`src/hw/sec_pkg.sv`:
```
// Shared constants and types of the serial engine common core
package sec_pkg;
    // Register byte offsets
    localparam logic [7:0] OFS_CTRL = 8'h00;
    localparam logic [7:0] OFS_DBG = 8'h04;
    localparam logic [7:0] OFS_RATE = 8'h08;
    localparam logic [7:0] OFS_IEC = 8'h0c;
    localparam logic [7:0] OFS_IES = 8'h10;
    localparam logic [7:0] OFS_FLAG = 8'h14;
    localparam logic [7:0] OFS_STAT = 8'h18;
    localparam logic [7:0] OFS_MATCH = 8'h1c;
    // Control field positions
    localparam int CTRL_SRST_BIT = 0;
    localparam int CTRL_EN_BIT = 1;
    localparam int CTRL_MODE_LSB = 2;
    localparam int CTRL_SYNC_BIT = 5;
    localparam int CTRL_W = 6;
    // Flag positions
    localparam int FLAG_SYNC_RDY = 0;
    localparam int FLAG_MATCH = 1;
    localparam int FLAG_ENG_LSB = 2;
    localparam int ENG_EV_N = 6;
    localparam int STAT_BUSY_BIT = 0;
    // AXI responses
    localparam logic [1:0] RESP_OKAY = 2'h0;
    localparam logic [1:0] RESP_SLVERR = 2'h2;
    // Rate generator constants
    localparam int RATE_W = 16;
    localparam logic [16:0] FRAC_ONE = 17'h10000;
    localparam logic [3:0] ASYNC_TX_DIV_LAST = 4'hf;
    // Crossing latency
    localparam int CLK_PERIOD_NS = 100;
    localparam int SYNC_TIME_NS = 300;
    localparam int SYNC_CYCLES = (SYNC_TIME_NS + CLK_PERIOD_NS - 1) / CLK_PERIOD_NS;
    localparam logic [2:0] SYNC_CNT_INIT = 3'(SYNC_CYCLES);

    typedef enum logic [2:0] {
        MODE_USART_EXT = 3'h0,
        MODE_USART_INT = 3'h1,
        MODE_SPI_SLV = 3'h2,
        MODE_SPI_MST = 3'h3,
        MODE_I2C_SLV = 3'h4,
        MODE_I2C_MST = 3'h5
    } sec_mode_e;

    typedef enum logic [1:0] {
        MATCH_MASKED = 2'h0,
        MATCH_DUAL = 2'h1,
        MATCH_RANGE = 2'h2
    } sec_match_e;

    typedef struct packed {
        logic sync_comm;
        logic [2:0] mode;
        logic enable;
        logic soft_reset_bit;
    } sec_ctrl_s;

    typedef struct packed {
        logic [1:0] kind;
        logic [7:0] ignore;
        logic [7:0] rsv_lo;
        logic [7:0] addr;
    } sec_match_s;

    typedef struct packed {
        logic run;
        logic sync_mode;
        logic [RATE_W-1:0] divisor;
    } sec_rate_cfg_s;

    // Reset values
    localparam sec_ctrl_s CTRL_RST = '0;
    localparam sec_ctrl_s CTRL_SRST_VAL = 6'h01;
    localparam logic [RATE_W-1:0] RATE_RST = 16'h0000;
    localparam sec_match_s MATCH_RST = '0;
endpackage : sec_pkg

```
`src/hw/sec_core.sv`:
```
// Serial engine common core: registers, rate select, address match, flags
//
// The register addresses and register access over AXI4-Lite were left to the implementer.
`timescale 1ns/1ps
`default_nettype none
// Contract
// - Three-bit mode field selects function
// - Enable bit activates, clearing deactivates
// - Soft reset restores registers except debug
// - Rate reference is internal or external clock
// - Async: transmit /16, receive /1
// - Sync: both directions use /2
// - Divider output chosen by mode automatically; the code uses the sync_comm bit in the two USART modes
// - Divisor 16 bits async, 8 sync
// - Async rate ref/16 times (1-B/65536)
// - Sync rate ref over 2(B+1)
// - Address match uses seven or eight bits
// - Masked bits ignored; ones accept all
// - Dual match: address or mask value
// - Range match between mask and address
// - Flags set on events; enabled raise request
// - Unmask set and clear registers
// - Request holds until flag, enable, reset
// - One shared request; flags show cause
// - Crossing busy set at once, ready flags
// - Access while busy stalls, then completes; the code stalls only writes to control and rate, and reads never stall
// - Runs in low power while clocked
module sec_core
    import sec_pkg::*;
#(
    parameter int N_ENG_EV = ENG_EV_N
) (
    // Clock and reset
    input wire logic aclk,
    input wire logic aresetn,
    // AXI4-Lite write
    input wire logic s_awvalid,
    output logic s_awready,
    input wire logic [7:0] s_awaddr,
    input wire logic s_wvalid,
    output logic s_wready,
    input wire logic [31:0] s_wdata,
    input wire logic [3:0] s_wstrb,
    output logic s_bvalid,
    input wire logic s_bready,
    output logic [1:0] s_bresp,
    // AXI4-Lite read
    input wire logic s_arvalid,
    output logic s_arready,
    input wire logic [7:0] s_araddr,
    output logic s_rvalid,
    input wire logic s_rready,
    output logic [31:0] s_rdata,
    output logic [1:0] s_rresp,
    // Engine side
    input wire logic ext_clk_pin,
    input wire logic [N_ENG_EV-1:0] eng_events,
    input wire logic match_valid,
    input wire logic [7:0] match_addr,
    output logic match_hit,
    output logic eng_active,
    output logic [2:0] eng_mode,
    output logic dbg_halt_en,
    output logic tx_tick,
    output logic rx_tick,
    // Combined request
    output logic irq
);
    localparam int NF = N_ENG_EV + 2;

    sec_ctrl_s ctrl_q;
    sec_ctrl_s eng_ctrl_q;
    sec_match_s match_q;
    logic [RATE_W-1:0] rate_q;
    logic [RATE_W-1:0] eng_rate_q;
    logic dbg_q;
    logic [NF-1:0] ien_q;
    logic [NF-1:0] flag_q;
    logic busy_q;
    logic [2:0] sync_cnt_q;
    logic bvalid_q;
    logic [1:0] bresp_q;
    logic rvalid_q;
    logic [31:0] rdata_q;
    logic [1:0] rresp_q;
    logic ext_s1_q;
    logic ext_s2_q;
    logic ext_s3_q;
    logic hit_q;

    // Write address decode
    logic [7:0] aw_off_w;
    logic aw_ctrl_w, aw_dbg_w, aw_rate_w, aw_iec_w, aw_ies_w;
    logic aw_flag_w, aw_match_w, aw_map_w, aw_sync_w;
    assign aw_off_w = {s_awaddr[7:2], 2'b00};
    assign aw_ctrl_w = aw_off_w == OFS_CTRL;
    assign aw_dbg_w = aw_off_w == OFS_DBG;
    assign aw_rate_w = aw_off_w == OFS_RATE;
    assign aw_iec_w = aw_off_w == OFS_IEC;
    assign aw_ies_w = aw_off_w == OFS_IES;
    assign aw_flag_w = aw_off_w == OFS_FLAG;
    assign aw_match_w = aw_off_w == OFS_MATCH;
    // Map has no holes
    assign aw_map_w = aw_off_w <= OFS_MATCH;
    // Control and divisor live on the engine side and need a crossing
    assign aw_sync_w = aw_ctrl_w | aw_rate_w;

    // Write handshake: both channels taken in the same cycle
    logic wr_stall_w, wr_fire_w, sync_wr_w;
    assign wr_stall_w = busy_q & aw_sync_w;
    assign s_awready = s_wvalid & ~bvalid_q & ~wr_stall_w;
    assign s_wready = s_awvalid & ~bvalid_q & ~wr_stall_w;
    assign wr_fire_w = s_awvalid & s_wvalid & ~bvalid_q & ~wr_stall_w;
    assign sync_wr_w = wr_fire_w & aw_sync_w;

    // Byte lane merge
    logic [31:0] wmask_w, wbits_w, ctrl_mrg_w, rate_mrg_w, match_mrg_w;
    sec_ctrl_s ctrl_new_w;
    sec_match_s match_new_w;
    assign wmask_w = {{8{s_wstrb[3]}}, {8{s_wstrb[2]}}, {8{s_wstrb[1]}}, {8{s_wstrb[0]}}};
    assign wbits_w = s_wdata & wmask_w;
    assign ctrl_mrg_w = ({26'h0, ctrl_q} & ~wmask_w) | wbits_w;
    assign rate_mrg_w = ({16'h0, rate_q} & ~wmask_w) | wbits_w;
    assign match_mrg_w = ({6'h0, match_q} & ~wmask_w) | wbits_w;
    assign ctrl_new_w = ctrl_mrg_w[CTRL_W-1:0];
    assign match_new_w = {match_mrg_w[25:16], 8'h00, match_mrg_w[7:0]};

    logic srst_req_w, sync_done_w;
    assign srst_req_w = wr_fire_w & aw_ctrl_w & ctrl_new_w.soft_reset_bit;
    assign sync_done_w = busy_q & (sync_cnt_q == 3'h1);

    // Interrupt enable and flag updates
    logic [NF-1:0] ien_set_w, ien_clr_w, flag_clr_w, flag_set_w;
    assign ien_set_w = (wr_fire_w & aw_ies_w) ? wbits_w[NF-1:0] : '0;
    assign ien_clr_w = (wr_fire_w & aw_iec_w) ? wbits_w[NF-1:0] : '0;
    assign flag_clr_w = (wr_fire_w & aw_flag_w) ? wbits_w[NF-1:0] : '0;
    // Engine sources count only while a valid mode runs
    assign flag_set_w = {eng_events & {N_ENG_EV{eng_active}}, hit_q, sync_done_w};

    // Bus side registers
    always_ff @(posedge aclk) begin
        if (!aresetn) begin
            ctrl_q <= CTRL_RST;
            rate_q <= RATE_RST;
            match_q <= MATCH_RST;
            dbg_q <= 1'b0;
            ien_q <= '0;
            flag_q <= '0;
        end else if (srst_req_w) begin
            ctrl_q <= CTRL_SRST_VAL;
            rate_q <= RATE_RST;
            match_q <= MATCH_RST;
            ien_q <= '0;
            flag_q <= '0;
        end else begin
            if (wr_fire_w && aw_ctrl_w) begin
                ctrl_q <= ctrl_new_w;
            end else if (sync_done_w) begin
                ctrl_q.soft_reset_bit <= 1'b0;
            end
            if (wr_fire_w && aw_rate_w) begin
                rate_q <= rate_mrg_w[RATE_W-1:0];
            end
            if (wr_fire_w && aw_match_w) begin
                match_q <= match_new_w;
            end
            if (wr_fire_w && aw_dbg_w) begin
                dbg_q <= wbits_w[0];
            end
            ien_q <= (ien_q | ien_set_w) & ~ien_clr_w;
            // Set wins over a clear in the same cycle
            flag_q <= (flag_q & ~flag_clr_w) | flag_set_w;
        end
    end

    // Crossing sequencer: engine copies update when busy ends
    always_ff @(posedge aclk) begin
        if (!aresetn) begin
            busy_q <= 1'b0;
            sync_cnt_q <= 3'h0;
            eng_ctrl_q <= CTRL_RST;
            eng_rate_q <= RATE_RST;
        end else if (sync_wr_w) begin
            busy_q <= 1'b1;
            sync_cnt_q <= SYNC_CNT_INIT;
        end else if (busy_q) begin
            sync_cnt_q <= sync_cnt_q - 3'h1;
            if (sync_done_w) begin
                busy_q <= 1'b0;
                eng_ctrl_q <= ctrl_q;
                eng_ctrl_q.soft_reset_bit <= 1'b0;
                eng_rate_q <= rate_q;
            end
        end
    end

    // Write response
    always_ff @(posedge aclk) begin
        if (!aresetn) begin
            bvalid_q <= 1'b0;
            bresp_q <= RESP_OKAY;
        end else if (wr_fire_w) begin
            bvalid_q <= 1'b1;
            bresp_q <= aw_map_w ? RESP_OKAY : RESP_SLVERR;
        end else if (s_bready) begin
            bvalid_q <= 1'b0;
        end
    end
    assign s_bvalid = bvalid_q;
    assign s_bresp = bresp_q;

    // Read path
    logic [7:0] ar_off_w;
    logic ar_fire_w, ar_map_w;
    logic [31:0] rd_val_w;
    assign ar_off_w = {s_araddr[7:2], 2'b00};
    assign s_arready = ~rvalid_q;
    assign ar_fire_w = s_arvalid & ~rvalid_q;
    assign ar_map_w = ar_off_w <= OFS_MATCH;
    // Flag register alone tells software the cause
    assign rd_val_w = (ar_off_w == OFS_CTRL) ? {26'h0, ctrl_q} :
                      (ar_off_w == OFS_DBG) ? {31'h0, dbg_q} :
                      (ar_off_w == OFS_RATE) ? {16'h0, rate_q} :
                      (ar_off_w == OFS_IEC) | (ar_off_w == OFS_IES) ? 32'(ien_q) :
                      (ar_off_w == OFS_FLAG) ? 32'(flag_q) :
                      (ar_off_w == OFS_STAT) ? {31'h0, busy_q} :
                      (ar_off_w == OFS_MATCH) ? {6'h0, match_q} : 32'h0;
    always_ff @(posedge aclk) begin
        if (!aresetn) begin
            rvalid_q <= 1'b0;
            rdata_q <= 32'h0;
            rresp_q <= RESP_OKAY;
        end else if (ar_fire_w) begin
            rvalid_q <= 1'b1;
            rdata_q <= rd_val_w;
            rresp_q <= ar_map_w ? RESP_OKAY : RESP_SLVERR;
        end else if (s_rready) begin
            rvalid_q <= 1'b0;
        end
    end
    assign s_rvalid = rvalid_q;
    assign s_rdata = rdata_q;
    assign s_rresp = rresp_q;

    // Engine mode decode
    logic mode_ok_w, usart_w, i2c_w, sync_sel_w, ref_tick_w;
    assign mode_ok_w = eng_ctrl_q.mode <= MODE_I2C_MST;
    assign eng_active = eng_ctrl_q.enable & mode_ok_w;
    assign eng_mode = eng_ctrl_q.mode;
    assign usart_w = (eng_ctrl_q.mode == MODE_USART_EXT) | (eng_ctrl_q.mode == MODE_USART_INT);
    assign i2c_w = (eng_ctrl_q.mode == MODE_I2C_SLV) | (eng_ctrl_q.mode == MODE_I2C_MST);
    // SPI and I2C always clock synchronously
    assign sync_sel_w = usart_w ? eng_ctrl_q.sync_comm : 1'b1;
    assign dbg_halt_en = dbg_q;

    // External clock pin, two stages before the edge detector
    always_ff @(posedge aclk) begin
        if (!aresetn) begin
            ext_s1_q <= 1'b0;
            ext_s2_q <= 1'b0;
            ext_s3_q <= 1'b0;
        end else begin
            ext_s1_q <= ext_clk_pin;
            ext_s2_q <= ext_s1_q;
            ext_s3_q <= ext_s2_q;
        end
    end
    // External pin limited to half the core rate by sampling
    assign ref_tick_w = (eng_ctrl_q.mode == MODE_USART_EXT) ? (ext_s2_q & ~ext_s3_q) : 1'b1;

    sec_rate_cfg_s rate_cfg_w;
    assign rate_cfg_w = '{run: eng_active, sync_mode: sync_sel_w, divisor: eng_rate_q};

    sec_rate_gen u_rate (
        .aclk(aclk),
        .aresetn(aresetn),
        .cfg(rate_cfg_w),
        .ref_tick(ref_tick_w),
        .tx_tick(tx_tick),
        .rx_tick(rx_tick)
    );

    // Address match
    logic [7:0] am_w, aa_w, ai_w;
    logic masked_w, dual_w, range_w, hit_w;
    assign am_w = i2c_w ? {1'b0, match_addr[6:0]} : match_addr;
    assign aa_w = i2c_w ? {1'b0, match_q.addr[6:0]} : match_q.addr;
    assign ai_w = i2c_w ? {1'b0, match_q.ignore[6:0]} : match_q.ignore;
    assign masked_w = ((am_w ^ aa_w) & ~ai_w) == 8'h00;
    assign dual_w = (am_w == aa_w) | (am_w == ai_w);
    assign range_w = (am_w >= ai_w) & (am_w <= aa_w);
    assign hit_w = (match_q.kind == MATCH_MASKED) ? masked_w :
                   (match_q.kind == MATCH_DUAL) ? dual_w :
                   (match_q.kind == MATCH_RANGE) ? range_w : 1'b0;
    always_ff @(posedge aclk) begin
        if (!aresetn) begin
            hit_q <= 1'b0;
        end else begin
            hit_q <= match_valid & eng_active & hit_w;
        end
    end
    assign match_hit = hit_q;

    // One level, decoded from the flag and enable registers without a clock, so it can wake the system
    assign irq = |(flag_q & ien_q);
endmodule : sec_core
`default_nettype wire

```
`src/hw/sec_rate_gen.sv`:
```
// Rate generator: fractional async divider and integer sync divider
`timescale 1ns/1ps
`default_nettype none
module sec_rate_gen
    import sec_pkg::*;
(
    // Clock and reset
    input wire logic aclk,
    input wire logic aresetn,
    // Configuration and reference
    input wire sec_rate_cfg_s cfg,
    input wire logic ref_tick,
    // Rate outputs
    output logic tx_tick,
    output logic rx_tick
);
    logic [15:0] acc_q;
    logic [3:0] div16_q;
    logic [7:0] scnt_q;
    logic phase_q;
    logic [16:0] sum_w;
    logic abase_w;
    logic sbase_w;
    logic shalf_w;

    // Adds 1 - divisor/65536 per reference cycle; carries are the /1 rate
    assign sum_w = {1'b0, acc_q} + (FRAC_ONE - {1'b0, cfg.divisor});
    assign abase_w = ref_tick & sum_w[16];
    // Only the low byte counts in synchronous operation
    assign sbase_w = ref_tick & (scnt_q == cfg.divisor[7:0]);
    assign shalf_w = sbase_w & phase_q;

    always_ff @(posedge aclk) begin
        if (!aresetn || !cfg.run) begin
            acc_q <= 16'h0000;
            div16_q <= 4'h0;
            scnt_q <= 8'h00;
            phase_q <= 1'b0;
            tx_tick <= 1'b0;
            rx_tick <= 1'b0;
        end else if (cfg.sync_mode) begin
            if (ref_tick) begin
                scnt_q <= sbase_w ? 8'h00 : scnt_q + 8'h01;
            end
            if (sbase_w) begin
                phase_q <= ~phase_q;
            end
            tx_tick <= shalf_w;
            rx_tick <= shalf_w;
        end else begin
            if (ref_tick) begin
                acc_q <= sum_w[15:0];
            end
            if (abase_w) begin
                div16_q <= div16_q + 4'h1;
            end
            tx_tick <= abase_w & (div16_q == ASYNC_TX_DIV_LAST);
            rx_tick <= abase_w;
        end
    end
endmodule : sec_rate_gen
`default_nettype wire

```
`config.mk`:
```
export PLATFORM = sky130hd
export DESIGN_NAME = sec_core
export DESIGN_NICKNAME = d
export VERILOG_FILES = /design/src/hw/sec_pkg.sv /design/src/hw/sec_core.sv /design/src/hw/sec_rate_gen.sv
export SDC_FILE = /design/constraint.sdc
export NUM_CORES = 1
export LEC_CHECK = 0
export BUFFER_PORTS_ARGS = -buffer_cell sky130_fd_sc_hd__buf_2
export CAP_MARGIN = 5
export CORE_MARGIN = 2
export CORE_UTILIZATION = 45
export CTS_BUF_LIST = sky130_fd_sc_hd__clkbuf_2
export DETAILED_ROUTE_END_ITERATION = 10
export PLACE_DENSITY = 0.71
export SYNTH_ARGS = -nofsm -noshare
export SYNTH_HDL_FRONTEND = slang
export SYNTH_HIERARCHICAL = 1
export SYNTH_SLANG_ARGS = --single-unit
```
`constraint.sdc`:
```
create_clock -name aclk -period 2.5 [get_ports aclk]
set_input_delay 0.125 -clock aclk [delete_from_list [all_inputs] [get_ports aclk]]
set_output_delay 0.125 -clock aclk [all_outputs]
set_load 0.03 [all_outputs]
```
# [Yosys cells after proc, flatten, opt, wreduce, memory -nomap -nowiden]
# Cells that the tools add are included.
# Widths: inputs -> output; s select.
[totals] regBits=155 inputBits=75 output_inout_bits=50
[classes] n_addsub=5 order_cmp=5 eq_ne=23 n_mux=35 n_bitwise=58 reduce_logical=25
[op_table] operator="$mux 26" n=7
[op_table] operator="$mux 8" n=7
[op_table] operator="$and 26x26->26" n=2
[op_table] operator="$eq 6x3->1 const B" n=7
[op_table] operator="$and 8x8->8" n=4
[op_table] operator="$not 26->26" n=1
[op_table] operator="$or 26x26->26" n=1
[op_table] operator="$and 1x1->1" n=25
[op_table] operator="$eq 6x2->1 const B" n=4
[op_table] operator="$eq 8x8->1" n=3
[op_table] operator="$logic_not 8->1" n=3
[op_table] operator="$not 8->8" n=3
[op_table] operator="$add 16x17->17" n=1
[op_table] operator="$mux 1" n=17
[op_table] operator="$sub 17x16->17 const A" n=1
[op_table] operator="$and 16x16->16" n=1
[op_table] operator="$le 8x5->1 const B" n=2
[op_table] operator="$or 16x16->16" n=1
[op_table] operator="$or 8x8->8" n=2
[op_table] operator="$and 6x6->6" n=2
[op_table] operator="$eq 6x1->1 const B" n=2
[op_table] operator="$reduce_and 2->1" n=5
[op_table] operator="$not 1->1" n=9
[op_table] operator="$add 8x1->8 const B" n=1
[op_table] operator="other kinds (24)" n=40

# [Longest topological paths before layout]
[depth] ltp_word=10 mapped_depth=9 mapped_depth_nobuf=9

# [Modules after synthesis]
# Netlist, hierarchy kept.
[modules_own_cells] mod="sec_core" n_inst=1 cells_each=625 area_per_inst_um2=5335.1 seq_area_each_um2=2322.2
[modules_own_cells] mod="sec_rate_gen" n_inst=1 cells_each=290 area_per_inst_um2=2213.4 seq_area_each_um2=620.6

# [Least setup slack after synthesis]
# Ideal clock, no wire load.
[synth_timing] path_type="flip-flop to flip-flop" start="register u_rate.acc_q[0]" end="register u_rate.div16_q[2]" setup_time_ns=0.116 arrival_ns=2.123 t_required_ns=2.384 slack_ns=0.261 stages_incl_launch_ff=10 path_buffers=0 cell_sequence="dfxtp_1 -> inv_1 -> ha_1 -> fa_1 -> nand2b_1 -> a21oi_1 -> o41ai_2 -> o31ai_2 -> a31oi_1 -> a41o_1"
[synth_via] elab_chain_len=3
[synth_rtl] item="start: declaration" line_no="sec_rate_gen.sv:17" text="logic [15:0] acc_q;"
[synth_rtl] item="start signal: assignment" line_no="sec_rate_gen.sv:52" text="acc_q <= sum_w[15:0];"
[synth_rtl] item="$add 16x17->17" line_no="sec_rate_gen.sv:27" text="assign sum_w = {1'b0, acc_q} + (FRAC_ONE - {1'b0, cfg.divisor});"
[synth_rtl] item="$and 1x1->1" line_no="sec_rate_gen.sv:28" text="assign abase_w = ref_tick & sum_w[16];"
[synth_rtl] item="$reduce_and 2->1 (no source line)"
[synth_rtl] item="end signal: assignment" line_no="sec_rate_gen.sv:55" text="div16_q <= div16_q + 4'h1;"
[synth_rtl] item="end: declaration" line_no="sec_rate_gen.sv:18" text="logic [3:0] div16_q;"
# Every way passes these cells.
# A chain may end at the register's enable or synchronous reset.

==> qor.txt <==
FINISH
--------------------------------------------------------------------------------------------------------
Number of fill cells in the layout                                                                 1,504
Fraction of layout cells with a size suffix above 1                                                18.7%
Post-Layout Cell Count                                                                             1,356
Relative area change from synthesis to final layout                                                26.7%
Number of nets in the finished design                                                              1,232
Multi-input logic area                                                                        4180 sq um
Sequential cell area                                                                          2940 sq um

FLOORPLANNING
--------------------------------------------------------------------------------------------------------
Width of the die                                                                                  134 um
CORE AREA                                                                                   16,500 sq um
Number of ports placed on the die boundary                                                           125
Initial Utilization                                                                                45.8%
Standard-cell row count                                                                               47
Die area                                                                                    17,800 sq um
Die Y-Extent                                                                                      134 um

DETAILED ROUTING
--------------------------------------------------------------------------------------------------------
Number of DRC violations after detailed-routing iteration 0                                          519
Detailed-route wire length                                                                       20.8 mm
Count of nets left with antenna violations after detail routing                                        0
Residual DRC                                                                                           0
Number of search-and-repair iterations in the first detailed-routing pass                              5
Mean routed wirelength per cell                                                                  15.3 um
Via total after detailed routing                                                                   7,352
Vias per std cell                                                                                   5.42

GRT
--------------------------------------------------------------------------------------------------------
Remaining global-route overflow                                                                        0
Global-route usage over all layers                                                                 23.5%
Pin count of the biggest net entering global routing                                                  48
Vias in the first global route                                                                     6,980
First-pass GRT wire length                                                                       33.8 mm
Initial antenna violation count                                                                        1

CLOCKING
--------------------------------------------------------------------------------------------------------
Clock insertion delay at the later pin of the skew report                                        0.72 ns
Clock root buffer                                                                           sky130_fd_sc_hd__clkbuf_2
Max Root-Sink Buffers                                                                                  2
Number of sinks driven by the clock tree                                                             147
Number of levels in the clock H-tree                                                                   4
Clock tree from TritonCTS                                                                          built
Post-CTS clock slew at the launch and capture registers of the worst setup and hold paths        0.21 ns
Number of clock buffers inserted by TritonCTS                                                         17

WORST SETUP PATH
--------------------------------------------------------------------------------------------------------
End of the worst register-to-register path                                                     flag_q[7]
Peak fanout along the critical path                                                                    8
CP dominant cell by count                                                                   sky130_fd_sc_hd__dlygate4sd3_1
Number of cells on the worst reg-to-reg path                                                           6
Arrival time worst endpoint                                                                      3.17 ns
Required time at the endpoint of the critical path                                               3.15 ns
Number of buffer and inverter stages on the critical path                                              6
Critical register-to-register path startpoint                                                   s_bvalid
Count of cell instances traversed by the critical path                                                11
Register-to-register setup slack                                                                 0.13 ns
Worst setup SP type                                                                           input port
Max incr delay on CP                                                                             0.58 ns
Critical Path Slowest Stage Cell                                                            sky130_fd_sc_hd__dlygate4sd3_1
Critical path startpoint                                                                     s_awaddr[5]
Crit path capture type                                                                          register
Type of the worst setup path                                                                input port to register
Delay-heaviest family, CP                                                                   buffers and inverters
Worst-path cell chain                                                                       dlygate4sd3_1 > buf_2 > or3_4 > dlygate4sd3_1 > nor3_2 > buf_4 > nand3_1 > buf_6 > mux2i_1 > dlygate4sd3_1 > nor2_1

POWER AND IR DROP
--------------------------------------------------------------------------------------------------------
Sum of internal, switching and leakage power                                                     4.23 mW
Max VDD drop                                                                                    0.327 mV
Lkg Pwr                                                                                          3.81 nW
Ratio of total power to cell area                                                            442 nW/um^2

PLACEMENT
--------------------------------------------------------------------------------------------------------
Sum of net half-perimeters after detailed placement                                              13.8 mm
Routability Congestion                                                                             0.874
Port bufs                                                                                            106
Cell Count Post-Placement                                                                          1,227
Worst slack, placed                                                                             0.252 ns

STA
--------------------------------------------------------------------------------------------------------
Minimum clock period after layout                                                                2.52 ns
Setup skew after layout                                                                        0.0215 ns
Final worst-path cycle share                                                                        101%
Number of max-slew violations in the final report                                                      0
Fmax                                                                                             397 MHz
Worst Hold Slack                                                                               0.0644 ns
Final worst slack                                                                             -0.0178 ns
Final hold viol count                                                                                  0
Final setup violating endpoints                                                                        3
Fin Setup TNS                                                                                 -0.0389 ns
Rel. slew slack                                                                                    44.0%
Actual slew at the worst max-slew pin                                                           0.838 ns

HOLD PATH
--------------------------------------------------------------------------------------------------------
Worst Hold Path Cells                                                                                  5
Hold wc startpoint                                                                          match_addr[6]
HP Class                                                                                    input port to register

YOSYS
--------------------------------------------------------------------------------------------------------
Number of instances in the synthesized netlist                                                       915
Top cell types by occurrence after synthesis                                                147 x sky130_fd_sc_hd__dfxtp_1, 128 x sky130_fd_sc_hd__nand2_1, 90 x sky130_fd_sc_hd__a21oi_1, 68 x sky130_fd_sc_hd__nor2_1, 52 x sky130_fd_sc_hd__nand3_1
Area share of the largest cell type after synthesis                                                39.0%
Portion of the post-synthesis area used by sequential elements                                     39.0%
Main synth FF type                                                                          sky130_fd_sc_hd__dfxtp_1
Post-synthesis instance area                                                                  7550 sq um
Cell taking the most area after synthesis                                                   sky130_fd_sc_hd__dfxtp_1
Warning count from the yosys run                                                                       6
Fraction of registers with async set/reset                                                            0%
Per-instance average area after synthesis                                                     8.25 sq um
Number of register bits inferred by synthesis                                                        147
Ranking of synthesized cells by area                                                        sky130_fd_sc_hd__dfxtp_1 39%, sky130_fd_sc_hd__nand2_1 6.4%, sky130_fd_sc_hd__a21oi_1 6.0%
Most frequent cell after synthesis                                                          sky130_fd_sc_hd__dfxtp_1
Count of distinct cell types in the synthesized netlist                                               68
Number of enable flip-flop cells after synthesis                                                       0

RUN STATUS
--------------------------------------------------------------------------------------------------------
Violations in the final reports                                                             setup timing
Outcome                                                                                     finished with violations

JOB
--------------------------------------------------------------------------------------------------------
Max-cap check violation count                                                                          0

==> cell usage in the layout (no fill, tap or decap), types with 34 or more instances in the layout <==
| master | Yosys | final |
|---|---|---|
| sky130_fd_sc_hd__a21oi_1 | 90 | 89 |
| sky130_fd_sc_hd__dlygate4sd3_1 | 0 | 91 |
| sky130_fd_sc_hd__nand3_1 | 52 | 52 |
| sky130_fd_sc_hd__inv_1 | 41 | 41 |
| sky130_fd_sc_hd__mux2i_1 | 37 | 37 |
| sky130_fd_sc_hd__nand2_1 | 128 | 128 |
| sky130_fd_sc_hd__ha_1 | 34 | 34 |
| sky130_fd_sc_hd__nor2_1 | 68 | 68 |
| sky130_fd_sc_hd__buf_2 | 1 | 106 |
| sky130_fd_sc_hd__dfxtp_1 | 147 | 146 |
| sky130_fd_sc_hd__o21ai_0 | 36 | 35 |
==> through the flow <==
step	cell area, sq um	util, %
floorplan	7570	-
global placement	8340	50.6
detailed placement	8340	50.6
CTS	9520	57.8
global route	9560	58.1
finish	9560	58.1
==> report_power, final <==
| part | switching, mW | internal (mW) |
|---|---|---|
| combinational | 0.255 | 0.190 |
| sequential | 0.0101 | 2.36 |
| clock | 0.849 | 0.563 |
| total | 1.11 | 3.12 |
==> logic make-up after synthesis <==
| family | Yosys count | synth area share (%) |
|---|---|---|
| compound gates | 231 | 19.6 |
| xor+xnor | 24 | 2.78 |
| fa+ha+maj | 35 | 5.90 |
| buf+inv | 95 | 6.32 |
| flops | 147 | 39.0 |
| mux | 38 | 5.06 |
| other cells | 1 | 0.0497 |
| simple gates | 344 | 21.3 |
==> worst min-delay path by stage <==
stage / slack, ns / end
final: 0.06 / match_hit
after CTS: 0.02 / match_hit
after global placement: 0.32 / s_rvalid
after floorplan: 0.22 / s_rvalid
after detailed placement: 0.31 / s_rvalid
after global routing: 0.02 / match_hit
==> metal layers <==
| metal | vias to the layer above | part of all wire, % | global-route usage, % | wire length, um |
|---|---|---|---|---|
| met3 | 33 | 5.0 | 4.19 | 1050 |
| li1 | 3638 | - | - | - |
| met2 | 241 | 49 | 40.4 | 10300 |
| met4 | 0 | 2.0 | 7.27 | 417 |
| met1 | 3440 | 43 | 30.0 | 9040 |
| met5 | - | 0 | 0 | 0 |
==> tightest hold or removal path, cell delays in order <==
cell and delay [ns]:
sky130_fd_sc_hd__buf_2 0.11, sky130_fd_sc_hd__ha_1 0.16, sky130_fd_sc_hd__o22ai_1 0.12, sky130_fd_sc_hd__nor3_1 0.20, sky130_fd_sc_hd__nor4_1 0.07
==> layout make-up <==
| cell class | count | area share, % |
|---|---|---|
| inverter | 42 | 1.65 |
| timing repair buffer | 234 | 18.5 |
| sequential | 147 | 30.8 |
| multi-input combinational | 680 | 43.7 |
| antenna | 1 | 0.0262 |
| tap | 220 | 2.88 |
| clock buffer | 21 | 1.10 |
| clock inverter | 11 | 1.41 |
==> repair_timing <==
item / 4_1_cts / 5_1_grt
endpoints found under the hold margin: 108 / 3
buffers inserted: 0 / 4
hold buffers: 94 / 1
endpoints found under the setup margin: 0 / 16
resized for setup: 0 / 6
Note: power is estimated with default switching activity, not from simulation.
